===== src/cbt_pkg.sv =====
/*
  Constants, encodings and state types for the bus command interpreter.
  Assumes ASCII command bytes and a 32-bit classic Wishbone register port.
*/
`default_nettype none

package cbt_pkg;
  // Characters
  localparam logic [7:0] CH_X = 8'h58;
  localparam logic [7:0] CH_Y = 8'h59;
  localparam logic [7:0] CH_U = 8'h55;
  localparam logic [7:0] CH_CR = 8'h0D;
  localparam logic [7:0] CH_LF = 8'h0A;
  localparam logic [7:0] CH_A = 8'h41;
  localparam logic [7:0] CH_Z = 8'h5A;
  localparam logic [7:0] CH_D0 = 8'h30;
  localparam logic [7:0] CH_D9 = 8'h39;

  // Error word bits
  localparam int ERR_W = 5;
  localparam int E_ICMD = 0;
  localparam int E_IOPT = 1;
  localparam int E_NREM = 2;
  localparam int E_TOVR = 3;
  localparam int E_NUM = 4;

  // Data condition word bits
  localparam int DATA_W = 4;
  localparam int D_FULL = 0;
  localparam int D_ZC = 1;
  localparam int D_SUP = 2;
  localparam int D_TCAL = 3;

  localparam int STORE_LOCS = 100;

  // Status query options
  localparam logic [3:0] U_ERR = 4'h1;
  localparam logic [3:0] U_DATA = 4'h2;

  // Register map (byte addresses)
  localparam logic [3:0] REG_STAT = 4'h0;
  localparam logic [3:0] REG_TERM = 4'h4;
  localparam logic [3:0] REG_CTRL = 4'h8;
  localparam int CTRL_EN = 0;
  localparam int CTRL_CLR = 1;
  localparam logic CTRL_EN_RST = 1'b1;
  localparam int STAT_DATA_LSB = 8;

  localparam logic [3:0] OPT_BAD = 4'hF;

  // Highest legal option per command letter
  function automatic logic [3:0] opt_max(input logic [7:0] c);
    case (c)
      8'h43: opt_max = 4'h1;
      8'h46: opt_max = 4'h3;
      8'h4E: opt_max = 4'h1;
      8'h52: opt_max = 4'h7;
      8'h54: opt_max = 4'h7;
      8'h55: opt_max = 4'h2;
      8'h5A: opt_max = 4'h1;
      default: opt_max = OPT_BAD;
    endcase
  endfunction : opt_max

  typedef enum logic [3:0] {
    P_LET = 4'b0001,
    P_OPT = 4'b0010,
    P_YC1 = 4'b0100,
    P_YC2 = 4'b1000
  } cbt_pst_e;

  typedef enum logic [4:0] {
    T_IDLE = 5'b00001,
    T_WORD = 5'b00010,
    T_RDG = 5'b00100,
    T_TRM1 = 5'b01000,
    T_TRM2 = 5'b10000
  } cbt_tst_e;
endpackage : cbt_pkg

`default_nettype wire


===== src/cbt_cmd_mem.sv =====
/*
  Command buffer memory: one write port, one read port, registered read data.
  Assumes a single clock; no reset on the storage array.
*/
`timescale 1ns/1ps
`default_nettype none

module cbt_cmd_mem #(
  parameter int WIDTH = 12,
  parameter int DEPTH = 16,
  parameter int AW = 4
) (
  // Clock
  input wire logic clk_i,
  // Write port
  input wire logic wr_en_i,
  input wire logic [AW-1:0] wr_adr_i,
  input wire logic [WIDTH-1:0] wr_dat_i,
  // Read port
  input wire logic [AW-1:0] rd_adr_i,
  output logic [WIDTH-1:0] rd_dat_o
);
  logic [WIDTH-1:0] mem_r [DEPTH];

  always_ff @(posedge clk_i) begin
    if (wr_en_i) begin
      mem_r[wr_adr_i] <= wr_dat_i;
    end
    rd_dat_o <= mem_r[rd_adr_i];
  end
endmodule : cbt_cmd_mem

`default_nettype wire


===== src/cbt_top.sv =====
/*
  Command interpreter: parses command bytes, buffers them until execute,
  keeps error and data condition flags, and sends status words and readings
  followed by the programmed terminator.
  Assumes all inputs synchronous to clk_i and a classic Wishbone master.
*/
// Design decisions made here: the register offsets and the Wishbone slave port.
`timescale 1ns/1ps
`default_nettype none

module cbt_top #(
  parameter int BUF_DEPTH = 16,
  parameter int STORE_LOCS = cbt_pkg::STORE_LOCS
) (
  // Clock and reset
  input wire logic clk_i,
  input wire logic rst_i,
  // Wishbone slave
  input wire logic [3:0] wb_adr_i,
  input wire logic [31:0] wb_dat_i,
  input wire logic [3:0] wb_sel_i,
  input wire logic wb_we_i,
  input wire logic wb_cyc_i,
  input wire logic wb_stb_i,
  output logic [31:0] wb_dat_o,
  output logic wb_ack_o,
  // Command bytes from the bus
  input wire logic [7:0] rx_byte_i,
  input wire logic rx_stb_i,
  input wire logic ren_i,
  input wire logic dev_clr_i,
  input wire logic talk_i,
  output logic rx_busy_o,
  // Output bytes to the bus
  output logic [7:0] tx_byte_o,
  output logic tx_valid_o,
  input wire logic tx_ready_i,
  // Reading string source
  input wire logic [7:0] rdg_byte_i,
  input wire logic rdg_valid_i,
  input wire logic rdg_last_i,
  output logic rdg_ready_o,
  // Instrument events and state
  input wire logic trig_i,
  input wire logic conv_busy_i,
  input wire logic cal_oor_i,
  input wire logic cal_new_i,
  input wire logic nv_recall_err_i,
  input wire logic nv_save_i,
  input wire logic store_wr_i,
  input wire logic store_rd_req_i,
  input wire logic zc_i,
  input wire logic sup_i,
  // Executed commands
  output logic cmd_valid_o,
  output logic [7:0] cmd_letter_o,
  output logic [3:0] cmd_opt_o,
  output logic err_bit_o
);
  localparam int AW = $clog2(BUF_DEPTH);
  localparam int CW = $clog2(STORE_LOCS + 1);
  localparam logic [CW-1:0] STORE_LAST = CW'(STORE_LOCS - 1);

  cbt_pkg::cbt_pst_e pst_r, pst_nxt;
  cbt_pkg::cbt_tst_e tst_r;
  logic [7:0] let_r, let_nxt;
  logic [2:0] err_cmd;
  logic [4:0] err_r, err_set, w_snap_r, dflags;
  logic bad_r, wr_en, as_let, go_x, x_run, x_disc, is_dig, is_cap;
  logic t_ld, t_en, t_two, tp_vld_r, tp_en_r, tp_two_r;
  logic [7:0] t_b0, t_b1, tp_b0_r, tp_b1_r;
  logic tm_en_r, tm_two_r;
  logic [7:0] tm_b0_r, tm_b1_r;
  logic [AW:0] wr_ptr_r, rd_ptr_r;
  logic exec_r, rd_vld_r;
  logic [11:0] mem_rd;
  logic err_req_r, data_req_r, err_start, data_start;
  logic w_sel_r;
  logic [2:0] w_idx_r;
  logic ld, w_bit, w_last;
  logic [CW-1:0] st_cnt_r;
  logic full_r, tcal_r, ctrl_en_r, bus_clr_r, clr, wb_req;

  assign clr = dev_clr_i || bus_clr_r;
  assign wb_req = wb_cyc_i && wb_stb_i && !wb_ack_o;

  // Command byte decode
  always_comb begin
    pst_nxt = pst_r;
    let_nxt = let_r;
    err_cmd = '0;
    wr_en = 1'b0;
    as_let = 1'b0;
    go_x = 1'b0;
    t_ld = 1'b0;
    t_en = 1'b1;
    t_two = 1'b0;
    t_b0 = rx_byte_i;
    t_b1 = rx_byte_i;
    is_dig = rx_byte_i >= cbt_pkg::CH_D0 && rx_byte_i <= cbt_pkg::CH_D9;
    is_cap = rx_byte_i >= cbt_pkg::CH_A && rx_byte_i <= cbt_pkg::CH_Z;
    if (rx_stb_i && ctrl_en_r && !exec_r) begin
      case (pst_r)
        cbt_pkg::P_LET: as_let = 1'b1;
        cbt_pkg::P_OPT: begin
          pst_nxt = cbt_pkg::P_LET;
          if (!is_dig || rx_byte_i[3:0] > cbt_pkg::opt_max(let_r)) begin
            err_cmd[1] = 1'b1;
          end else if (wr_ptr_r[AW]) begin
            err_cmd[0] = 1'b1;
          end else begin
            wr_en = 1'b1;
          end
        end
        cbt_pkg::P_YC1: begin
          pst_nxt = cbt_pkg::P_LET;
          if (rx_byte_i == cbt_pkg::CH_X) begin
            t_ld = 1'b1;
            t_en = 1'b0;
            go_x = 1'b1;
          end else if (is_cap) begin
            err_cmd[1] = 1'b1;
          end else if (rx_byte_i == cbt_pkg::CH_CR || rx_byte_i == cbt_pkg::CH_LF) begin
            let_nxt = rx_byte_i;
            pst_nxt = cbt_pkg::P_YC2;
          end else begin
            t_ld = 1'b1;
          end
        end
        cbt_pkg::P_YC2: begin
          pst_nxt = cbt_pkg::P_LET;
          t_ld = 1'b1;
          t_b0 = let_r;
          if ((let_r == cbt_pkg::CH_CR && rx_byte_i == cbt_pkg::CH_LF) ||
              (let_r == cbt_pkg::CH_LF && rx_byte_i == cbt_pkg::CH_CR)) begin
            t_two = 1'b1;
          end else begin
            as_let = 1'b1;
          end
        end
        default: pst_nxt = cbt_pkg::P_LET;
      endcase
      if (as_let) begin
        if (rx_byte_i == cbt_pkg::CH_X) begin
          go_x = 1'b1;
        end else if (!ren_i) begin
          err_cmd[2] = 1'b1;
        end else if (rx_byte_i == cbt_pkg::CH_Y) begin
          pst_nxt = cbt_pkg::P_YC1;
        end else if (cbt_pkg::opt_max(rx_byte_i) == cbt_pkg::OPT_BAD) begin
          err_cmd[0] = 1'b1;
        end else begin
          let_nxt = rx_byte_i;
          pst_nxt = cbt_pkg::P_OPT;
        end
      end
    end
  end

  assign x_disc = go_x && bad_r;
  assign x_run = go_x && !bad_r;

  // Parser state and pending terminator
  always_ff @(posedge clk_i) begin
    if (rst_i || clr) begin
      pst_r <= cbt_pkg::P_LET;
      let_r <= 8'h00;
      bad_r <= 1'b0;
      tp_vld_r <= 1'b0;
      tp_en_r <= 1'b0;
      tp_two_r <= 1'b0;
      tp_b0_r <= 8'h00;
      tp_b1_r <= 8'h00;
    end else begin
      pst_r <= pst_nxt;
      let_r <= let_nxt;
      if (go_x) begin
        bad_r <= 1'b0;
        tp_vld_r <= 1'b0;
      end else begin
        if (|err_cmd) begin
          bad_r <= 1'b1;
        end
        if (t_ld) begin
          tp_vld_r <= 1'b1;
          tp_en_r <= t_en;
          tp_two_r <= t_two;
          tp_b0_r <= t_b0;
          tp_b1_r <= t_b1;
        end
      end
    end
  end

  // Active terminator
  always_ff @(posedge clk_i) begin
    if (rst_i || clr) begin
      tm_en_r <= 1'b1;
      tm_two_r <= 1'b1;
      tm_b0_r <= cbt_pkg::CH_CR;
      tm_b1_r <= cbt_pkg::CH_LF;
    end else if (x_run && t_ld) begin
      tm_en_r <= t_en;
      tm_two_r <= t_two;
      tm_b0_r <= t_b0;
      tm_b1_r <= t_b1;
    end else if (x_run && tp_vld_r) begin
      tm_en_r <= tp_en_r;
      tm_two_r <= tp_two_r;
      tm_b0_r <= tp_b0_r;
      tm_b1_r <= tp_b1_r;
    end
  end

  // Command buffer and execution
  always_ff @(posedge clk_i) begin
    if (rst_i || clr) begin
      wr_ptr_r <= '0;
      rd_ptr_r <= '0;
      exec_r <= 1'b0;
      rd_vld_r <= 1'b0;
    end else begin
      rd_vld_r <= exec_r && rd_ptr_r != wr_ptr_r;
      if (x_disc) begin
        wr_ptr_r <= '0;
      end else if (x_run) begin
        exec_r <= 1'b1;
        rd_ptr_r <= '0;
      end else if (exec_r && rd_ptr_r == wr_ptr_r) begin
        exec_r <= 1'b0;
        wr_ptr_r <= '0;
      end else if (exec_r) begin
        rd_ptr_r <= rd_ptr_r + 1'b1;
      end else if (wr_en) begin
        wr_ptr_r <= wr_ptr_r + 1'b1;
      end
    end
  end

  cbt_cmd_mem #(
    .WIDTH(12),
    .DEPTH(BUF_DEPTH),
    .AW(AW)
  ) u_mem (
    .clk_i(clk_i),
    .wr_en_i(wr_en),
    .wr_adr_i(wr_ptr_r[AW-1:0]),
    .wr_dat_i({let_r, rx_byte_i[3:0]}),
    .rd_adr_i(rd_ptr_r[AW-1:0]),
    .rd_dat_o(mem_rd)
  );

  always_ff @(posedge clk_i) begin
    if (rst_i) begin
      cmd_valid_o <= 1'b0;
      cmd_letter_o <= 8'h00;
      cmd_opt_o <= 4'h0;
    end else begin
      cmd_valid_o <= rd_vld_r;
      cmd_letter_o <= mem_rd[11:4];
      cmd_opt_o <= mem_rd[3:0];
    end
  end

  // Word requests, set wins over clear
  always_ff @(posedge clk_i) begin
    if (rst_i || clr) begin
      err_req_r <= 1'b0;
      data_req_r <= 1'b0;
    end else begin
      if (err_start) begin
        err_req_r <= 1'b0;
      end
      if (data_start) begin
        data_req_r <= 1'b0;
      end
      if (rd_vld_r && mem_rd[11:4] == cbt_pkg::CH_U) begin
        if (mem_rd[3:0] == cbt_pkg::U_ERR) begin
          err_req_r <= 1'b1;
        end
        if (mem_rd[3:0] == cbt_pkg::U_DATA) begin
          data_req_r <= 1'b1;
        end
      end
    end
  end

  // Error flags
  always_comb begin
    err_set = '0;
    err_set[cbt_pkg::E_ICMD] = err_cmd[0];
    err_set[cbt_pkg::E_IOPT] = err_cmd[1];
    err_set[cbt_pkg::E_NREM] = err_cmd[2];
    err_set[cbt_pkg::E_TOVR] = trig_i && conv_busy_i;
    err_set[cbt_pkg::E_NUM] = cal_oor_i;
  end

  always_ff @(posedge clk_i) begin
    if (rst_i) begin
      err_r <= '0;
      err_bit_o <= 1'b0;
    end else begin
      err_r <= (err_r & {5{!err_start}}) | err_set;
      err_bit_o <= |((err_r & {5{!err_start}}) | err_set);
    end
  end

  // Data conditions
  always_ff @(posedge clk_i) begin
    if (rst_i) begin
      st_cnt_r <= '0;
      full_r <= 1'b0;
      tcal_r <= 1'b0;
    end else begin
      if (store_rd_req_i) begin
        st_cnt_r <= '0;
        full_r <= 1'b0;
      end else if (store_wr_i && !full_r) begin
        st_cnt_r <= st_cnt_r + 1'b1;
        full_r <= st_cnt_r == STORE_LAST;
      end
      tcal_r <= (tcal_r && !nv_save_i) || cal_new_i || nv_recall_err_i;
    end
  end

  always_comb begin
    dflags = '0;
    dflags[cbt_pkg::D_FULL] = full_r;
    dflags[cbt_pkg::D_ZC] = zc_i;
    dflags[cbt_pkg::D_SUP] = sup_i;
    dflags[cbt_pkg::D_TCAL] = tcal_r;
  end

  // Output sequencer
  assign err_start = tst_r == cbt_pkg::T_IDLE && talk_i && err_req_r;
  assign data_start = tst_r == cbt_pkg::T_IDLE && talk_i && !err_req_r && data_req_r;
  assign ld = !tx_valid_o || tx_ready_i;
  assign w_bit = w_sel_r ? w_snap_r[w_idx_r] : dflags[w_idx_r];
  assign w_last = w_idx_r == (w_sel_r ? 3'(cbt_pkg::ERR_W - 1) : 3'(cbt_pkg::DATA_W - 1));

  always_ff @(posedge clk_i) begin
    if (rst_i || clr) begin
      tst_r <= cbt_pkg::T_IDLE;
      tx_valid_o <= 1'b0;
      tx_byte_o <= 8'h00;
      rdg_ready_o <= 1'b0;
      w_sel_r <= 1'b0;
      w_snap_r <= '0;
      w_idx_r <= '0;
    end else begin
      if (tx_ready_i) begin
        tx_valid_o <= 1'b0;
      end
      case (tst_r)
        cbt_pkg::T_IDLE: begin
          w_idx_r <= '0;
          w_sel_r <= err_req_r;
          w_snap_r <= err_r;
          if (talk_i) begin
            tst_r <= (err_req_r || data_req_r) ? cbt_pkg::T_WORD : cbt_pkg::T_RDG;
          end
        end
        cbt_pkg::T_WORD: if (ld) begin
          tx_valid_o <= 1'b1;
          tx_byte_o <= cbt_pkg::CH_D0 | {7'h00, w_bit};
          w_idx_r <= w_idx_r + 1'b1;
          if (w_last) begin
            tst_r <= tm_en_r ? cbt_pkg::T_TRM1 : cbt_pkg::T_IDLE;
          end
        end
        cbt_pkg::T_RDG: begin
          if (rdg_ready_o && rdg_valid_i) begin
            rdg_ready_o <= 1'b0;
            tx_valid_o <= 1'b1;
            tx_byte_o <= rdg_byte_i;
            if (rdg_last_i) begin
              tst_r <= tm_en_r ? cbt_pkg::T_TRM1 : cbt_pkg::T_IDLE;
            end
          end else if (!tx_valid_o) begin
            rdg_ready_o <= 1'b1;
          end
        end
        cbt_pkg::T_TRM1: if (ld) begin
          tx_valid_o <= 1'b1;
          tx_byte_o <= tm_b0_r;
          tst_r <= tm_two_r ? cbt_pkg::T_TRM2 : cbt_pkg::T_IDLE;
        end
        cbt_pkg::T_TRM2: if (ld) begin
          tx_valid_o <= 1'b1;
          tx_byte_o <= tm_b1_r;
          tst_r <= cbt_pkg::T_IDLE;
        end
        default: tst_r <= cbt_pkg::T_IDLE;
      endcase
    end
  end

  always_ff @(posedge clk_i) begin
    if (rst_i) begin
      rx_busy_o <= 1'b0;
    end else begin
      rx_busy_o <= x_run || (exec_r && rd_ptr_r != wr_ptr_r);
    end
  end

  // Wishbone slave
  always_ff @(posedge clk_i) begin
    if (rst_i) begin
      wb_ack_o <= 1'b0;
      wb_dat_o <= 32'h0000_0000;
      ctrl_en_r <= cbt_pkg::CTRL_EN_RST;
      bus_clr_r <= 1'b0;
    end else begin
      wb_ack_o <= wb_req;
      bus_clr_r <= 1'b0;
      wb_dat_o <= 32'h0000_0000;
      if (wb_req && wb_we_i && wb_sel_i[0] && wb_adr_i == cbt_pkg::REG_CTRL) begin
        ctrl_en_r <= wb_dat_i[cbt_pkg::CTRL_EN];
        bus_clr_r <= wb_dat_i[cbt_pkg::CTRL_CLR];
      end
      if (wb_req && !wb_we_i) begin
        case (wb_adr_i)
          cbt_pkg::REG_STAT: wb_dat_o <= 32'(err_r) | (32'(dflags) << cbt_pkg::STAT_DATA_LSB);
          cbt_pkg::REG_TERM: wb_dat_o <= {14'h0, tm_two_r, tm_en_r, tm_b1_r, tm_b0_r};
          cbt_pkg::REG_CTRL: wb_dat_o <= {31'h0, ctrl_en_r};
          default: wb_dat_o <= 32'h0000_0000;
        endcase
      end
    end
  end

  // Checks
  a_icmd_flag: assert property (@(posedge clk_i) disable iff (rst_i)
    err_cmd[0] |=> err_r[cbt_pkg::E_ICMD]) else $error("illegal command not flagged");
  a_iopt_flag: assert property (@(posedge clk_i) disable iff (rst_i)
    (rx_stb_i && ctrl_en_r && !exec_r && pst_r == cbt_pkg::P_YC1 && is_cap
     && rx_byte_i != cbt_pkg::CH_X) |=> err_r[cbt_pkg::E_IOPT])
    else $error("capital terminator not refused");
  a_nrem_flag: assert property (@(posedge clk_i) disable iff (rst_i || clr)
    (as_let && rx_byte_i != cbt_pkg::CH_X && !ren_i) |=> err_r[cbt_pkg::E_NREM] && bad_r)
    else $error("no remote not flagged");
  a_discard_str: assert property (@(posedge clk_i) disable iff (rst_i)
    x_disc |=> !cmd_valid_o [*3]) else $error("bad string executed");
  a_trig_ovr: assert property (@(posedge clk_i) disable iff (rst_i)
    trig_i && conv_busy_i |=> err_r[cbt_pkg::E_TOVR]) else $error("overrun missed");
  a_num_err: assert property (@(posedge clk_i) disable iff (rst_i)
    cal_oor_i |=> err_r[cbt_pkg::E_NUM]) else $error("number error missed");
  a_full_clear: assert property (@(posedge clk_i) disable iff (rst_i)
    store_rd_req_i |=> !full_r) else $error("store full not cleared");
  a_err_clear: assert property (@(posedge clk_i) disable iff (rst_i)
    err_start && err_set == '0 |=> err_r == '0 && !err_bit_o)
    else $error("error word not cleared");
  a_term_reset: assert property (@(posedge clk_i)
    rst_i |=> tm_b0_r == cbt_pkg::CH_CR && tm_b1_r == cbt_pkg::CH_LF && tm_two_r && tm_en_r)
    else $error("default terminator wrong");
  a_once_data: assert property (@(posedge clk_i) disable iff (rst_i)
    data_start && !(rd_vld_r && mem_rd[11:4] == cbt_pkg::CH_U) |=> !data_req_r)
    else $error("data request not consumed");

  c_err_word: cover property (@(posedge clk_i) err_start);
  c_data_word: cover property (@(posedge clk_i) data_start);
  c_term_off: cover property (@(posedge clk_i) x_run && t_ld && !t_en);
  c_exec_cmd: cover property (@(posedge clk_i) cmd_valid_o);
endmodule : cbt_top

`default_nettype wire


===== config.mk =====
export PLATFORM = sky130hd
export DESIGN_NAME = cbt_top
export DESIGN_NICKNAME = d
export VERILOG_FILES = /design/src/cbt_pkg.sv /design/src/cbt_cmd_mem.sv /design/src/cbt_top.sv
export SDC_FILE = /design/constraint.sdc
export NUM_CORES = 1
export LEC_CHECK = 0
export BUFFER_PORTS_ARGS = -buffer_cell sky130_fd_sc_hd__buf_2
export CORE_MARGIN = 3
export CORE_UTILIZATION = 40
export CTS_BUF_LIST = sky130_fd_sc_hd__clkbuf_4 sky130_fd_sc_hd__clkbuf_8
export DETAILED_ROUTE_END_ITERATION = 16
export PLACE_DENSITY = 0.7
export SETUP_SLACK_MARGIN = 0.5
export SLEW_MARGIN = 20
export SYNTH_ARGS = -nofsm -noshare
export SYNTH_HDL_FRONTEND = slang
export SYNTH_HIERARCHICAL = 1
export SYNTH_SLANG_ARGS = --single-unit

===== constraint.sdc =====
create_clock -name clk_i -period 4.21 [get_ports clk_i]
set_input_delay 0.6315 -clock clk_i [delete_from_list [all_inputs] [get_ports clk_i]]
set_output_delay 0.6315 -clock clk_i [all_outputs]
set_load 0.02 [all_outputs]

==> impl_metrics.prom <==
# TYPE chip_impl_metric gauge
chip_impl_metric{name="placed_cell_area",unit="mm²"} 0.0151
chip_impl_metric{name="finClkSkew",unit="ns"} 0.0291
chip_impl_metric{name="worst_r2r_path_depth",unit=""} 11
chip_impl_metric{name="synth_area",unit="mm²"} 0.0141
chip_impl_metric{name="routed_wirelength",unit="mm"} 32.0
chip_impl_metric{name="syn_area_per_cell",unit="µm²"} 13.3
chip_impl_info{name="criticalPathCategory",value="flip-flop to flip-flop"} 1
chip_impl_metric{name="power_frac_seq",unit="%"} 52.9
chip_impl_metric{name="fill_cells",unit=""} 3008
chip_impl_metric{name="swShare",unit="%"} 21.1
chip_impl_metric{name="grt.total_usage",unit="%"} 16.7
chip_impl_metric{name="area_delta_synth_final",unit="%"} 15.6
chip_impl_info{name="cts_tree",value="yes"} 1
chip_impl_metric{name="globalRoute.totalOverflow",unit=""} 0
chip_impl_metric{name="power.net_switching",unit="µW"} 1410
chip_impl_metric{name="antenna_found_initial",unit=""} 3
chip_impl_metric{name="wp_data_arrival",unit="ns"} 3.71
chip_impl_metric{name="first_global_vias",unit=""} 9199
chip_impl_metric{name="drv.max_cap_violation_count",unit=""} 0
chip_impl_metric{name="finalWeightedCongestion",unit=""} 0.876
chip_impl_metric{name="tritoncts.num_buffers",unit=""} 52
chip_impl_metric{name="final_layout_size_suffix_gt1_share",unit="%"} 23.8
chip_impl_metric{name="die_h",unit="µm"} 194
chip_impl_info{name="synthFlopType",value="sky130_fd_sc_hd__edfxtp_1"} 1
chip_impl_metric{name="synth_async_reset_ratio",unit="%"} 0
chip_impl_metric{name="depth_of_the_worst_hold_timing_path",unit=""} 3
chip_impl_info{name="endpoint_kind",value="flip-flop"} 1
chip_impl_metric{name="detail_route.wl_per_cell",unit="µm"} 19.0
chip_impl_metric{name="synth_edf_count",unit=""} 192
chip_impl_metric{name="finalCritPeriodShare",unit="%"} 81.9
chip_impl_metric{name="timing.slew.headroom",unit="%"} 30.8
chip_impl_metric{name="cts_htree_levels",unit=""} 2
chip_impl_metric{name="grt_max_degree",unit=""} 53
chip_impl_metric{name="proportion_of_synthesized_chip_area_in_sequential_cells",unit="%"} 62.0
chip_impl_metric{name="initial_utilization",unit="%"} 40.7
chip_impl_info{name="hold_path_class",value="primary input to flip-flop"} 1
chip_impl_metric{name="dp.final_hpwl",unit="mm"} 21.4
chip_impl_info{name="cts_root_buffer",value="sky130_fd_sc_hd__clkbuf_8"} 1
chip_impl_metric{name="leakage",unit="µW"} 0.00613
chip_impl_metric{name="detail_route.iter0.violations",unit=""} 795
chip_impl_metric{name="ys_types",unit=""} 77
chip_impl_metric{name="portBuffers",unit=""} 88
chip_impl_metric{name="data_required_time_at_the_worst_endpoint",unit="ns"} 4.47
chip_impl_metric{name="vdd.ir_drop.worst",unit="mV"} 0.253
chip_impl_metric{name="slowest_delay",unit="ns"} 0.48
chip_impl_metric{name="global_route_wire_length_before_repair",unit="mm"} 50.6
chip_impl_metric{name="cp.buffers_inverters",unit=""} 2
chip_impl_metric{name="floorplan.rows",unit=""} 68
chip_impl_info{name="rsz_0062_raised_after_global_routing",value="no"} 1
chip_impl_metric{name="fp.dieW",unit="µm"} 194
chip_impl_metric{name="setup_ws",unit="ns"} 0.764
chip_impl_metric{name="clock_path_buffers",unit=""} 3
chip_impl_metric{name="drt_drc_violations_left",unit=""} 0
chip_impl_metric{name="via_count",unit=""} 9281
chip_impl_metric{name="drtAntennaViolNets",unit=""} 0
chip_impl_metric{name="crit_cells",unit=""} 11
chip_impl_info{name="mostFrequentLayoutCells",value="sky130_fd_sc_hd__edfxtp_1 (192), sky130_fd_sc_hd__dfxtp_1 (146), sky130_fd_sc_hd__nand2_1 (101)"} 1
chip_impl_metric{name="netlist_instances",unit=""} 1065
chip_impl_metric{name="fin_crit",unit="ns"} 3.45
chip_impl_metric{name="power_frac_comb",unit="%"} 2.7
chip_impl_info{name="crit_family",value="simple AND/OR/NAND/NOR gates"} 1
chip_impl_metric{name="int_power",unit="µW"} 5250
chip_impl_metric{name="dieArea",unit="mm²"} 0.0376
chip_impl_metric{name="cts_num_sinks",unit=""} 342
chip_impl_info{name="mostFrequentLayoutCell",value="sky130_fd_sc_hd__edfxtp_1"} 1
chip_impl_metric{name="top_level_ports",unit=""} 136
chip_impl_metric{name="power.density_cell_area",unit="mW/mm²"} 407
chip_impl_metric{name="hold_bufs_inserted_after_cts",unit=""} 0
chip_impl_metric{name="synth-seq-cells",unit=""} 342
chip_impl_info{name="outcome",value="complete, no violations"} 1
chip_impl_info{name="path_cells",value="buf_4, nand2_1, o31ai_1, and3_1, ha_1, a2111oi_2, o21ai_1, nor3_2, or3b_4, nor3_4, buf_12"} 1
chip_impl_metric{name="core_occupancy_in_the_finished_layout",unit="%"} 47.1
chip_impl_metric{name="clkTransAtPathRegs",unit="ns"} 0.07
chip_impl_metric{name="finalHoldViolations",unit=""} 0
chip_impl_metric{name="clk-insertion-delay-late",unit="ns"} 0.58
chip_impl_metric{name="fin_tns_setup",unit="ns"} 0
chip_impl_metric{name="dp_slack",unit="ns"} 0.423
chip_impl_metric{name="timing.final.max_slew_violations",unit=""} 0
chip_impl_metric{name="drt-vias-per-instance",unit=""} 5.50
chip_impl_metric{name="clockPowerShare",unit="%"} 44.4
chip_impl_metric{name="ys.warnings.count",unit=""} 6
chip_impl_metric{name="fin_area",unit="mm²"} 0.0163
chip_impl_info{name="critical_path_top_delay_cell",value="sky130_fd_sc_hd__or3b_4"} 1
chip_impl_metric{name="core_area",unit="mm²"} 0.0347
chip_impl_metric{name="tightestPinTransition",unit="ns"} 1.04
chip_impl_metric{name="worstPathMaxFanout",unit=""} 19
chip_impl_metric{name="setup-violations-final",unit=""} 0
chip_impl_metric{name="maxClockFrequency",unit="GHz"} 0.290
chip_impl_info{name="critPathLaunchType",value="flip-flop"} 1
chip_impl_metric{name="num-nets-final",unit=""} 1272
chip_impl_metric{name="first_pass_iters",unit=""} 5
-- synth_stat cells (all sizes together), types with 7 or more instances --
| cell type | count | area, µm² |
|---|---|---|
| nor2b | 18 | 113 |
| and2 | 22 | 138 |
| buf | 33 | 275 |
| mux2 | 12 | 135 |
| nand2b | 7 | 43.8 |
| and3 | 10 | 62.6 |
| o21ai | 24 | 120 |
| a22oi | 34 | 260 |
| mux2i | 32 | 320 |
| mux4 | 50 | 1180 |
| inv | 10 | 37.5 |
| clkbuf | 37 | 139 |
| ha | 8 | 100 |
| nor2 | 87 | 327 |
| edfxtp | 192 | 5770 |
| a222oi | 8 | 80.1 |
| nand3 | 24 | 120 |
| a21oi | 43 | 241 |
| a32o | 7 | 70.1 |
| nor3 | 18 | 90.1 |
| xnor2 | 15 | 131 |
| a211oi | 9 | 67.6 |
| dfxtp | 150 | 3000 |
| or3 | 7 | 43.8 |
| nand2 | 101 | 379 |
-- timing repair --
item,4_1_cts,5_1_grt
pin swaps,2,1
endpoints found under the setup margin,36,155
buffers inserted,2,1
gates resized for setup,1,1
-- power groups by stage --
stage	Sequential, µW	Combinational [µW]	Clock (µW)
after CTS	3520	176	3010
after global routing	3520	196	3180
after floorplan	3590	113	0
after detailed placement	3590	175	0
after global placement	3590	172	0
final	3520	177	2960
-- per-stage QoR --
step,hold slack [ns],total power (µW),std cells
final,0.294,6650,1686
after global routing,0.308,6890,1686
after CTS,0.264,6710,1684
after detailed placement,0.447,3770,1584
after global placement,0.438,3760,1584
after floorplan,0.415,3710,1078
-- cell type report --
type                            instances  area [µm²]  area share, %
Multi-Input combinational cell        656        5030           30.8
Sequential cell                       342        8780           53.7
Clock buffer                           75         976           5.97
Timing Repair Buffer                  124         761           4.65
Tap cell                              455         569           3.48
Inverter                               10        37.5          0.230
Antenna cell                            1        2.50         0.0153
Clock inverter                         23         188           1.15
-- state kept, by name, summed over array words and instances (netlist names), 8 cells and up --
signal / flops
u_mem/mem_r: 192
wb_dat_o: 18
u_mem/rd_dat_o: 12
cmd_letter_o: 8
let_r: 8
tm_b0_r: 8
tm_b1_r: 8
tp_b0_r: 8
tp_b1_r: 8
tx_byte_o: 8
-- final timing paths --
kind	endpoint	slack, ns	startpoint
setup / recovery	u_mem/mem_r[0][11]	0.76	let_r[2]
hold / removal	err_r[4]	0.29	cal_oor_i
setup reg to reg	u_mem/mem_r[0][11]	0.76	let_r[2]
hold reg to reg	tp_b0_r[3]	0.46	tp_b0_r[3]
-- cells by family after synthesis --
kind of cell / share of synthesized area (%)
AOI/OAI and AO/OA: 8.62
xor gates and xnor gates: 1.30
adders and majority gates: 0.708
buffers and inverters: 3.19
DFF: 62.0
muxes: 11.6
other: 0.0265
and+or+nand+nor: 12.5
-- worst register-to-register path, cell delays in order (launching register included) --
cell	delay, ns
sky130_fd_sc_hd__dfxtp_2	0.39
sky130_fd_sc_hd__buf_4	0.26
sky130_fd_sc_hd__nand2_1	0.12
sky130_fd_sc_hd__o31ai_1	0.21
sky130_fd_sc_hd__and3_1	0.19
sky130_fd_sc_hd__ha_1	0.27
sky130_fd_sc_hd__a2111oi_2	0.42
sky130_fd_sc_hd__o21ai_1	0.20
sky130_fd_sc_hd__nor3_2	0.19
sky130_fd_sc_hd__or3b_4	0.48
sky130_fd_sc_hd__nor3_4	0.22
sky130_fd_sc_hd__buf_12	0.18
-- metal layers --
metal / track usage (%) / part of all wire (%) / vias to the layer above
li1: - / - / 4275
met1: 23.0 / 44 / 4643
met2: 27.5 / 48 / 302
met3: 2.75 / 5.6 / 57
met4: 4.89 / 2.1 / 4
met5: 0 / 0.044 / -
(Power assumes the default switching activity.)
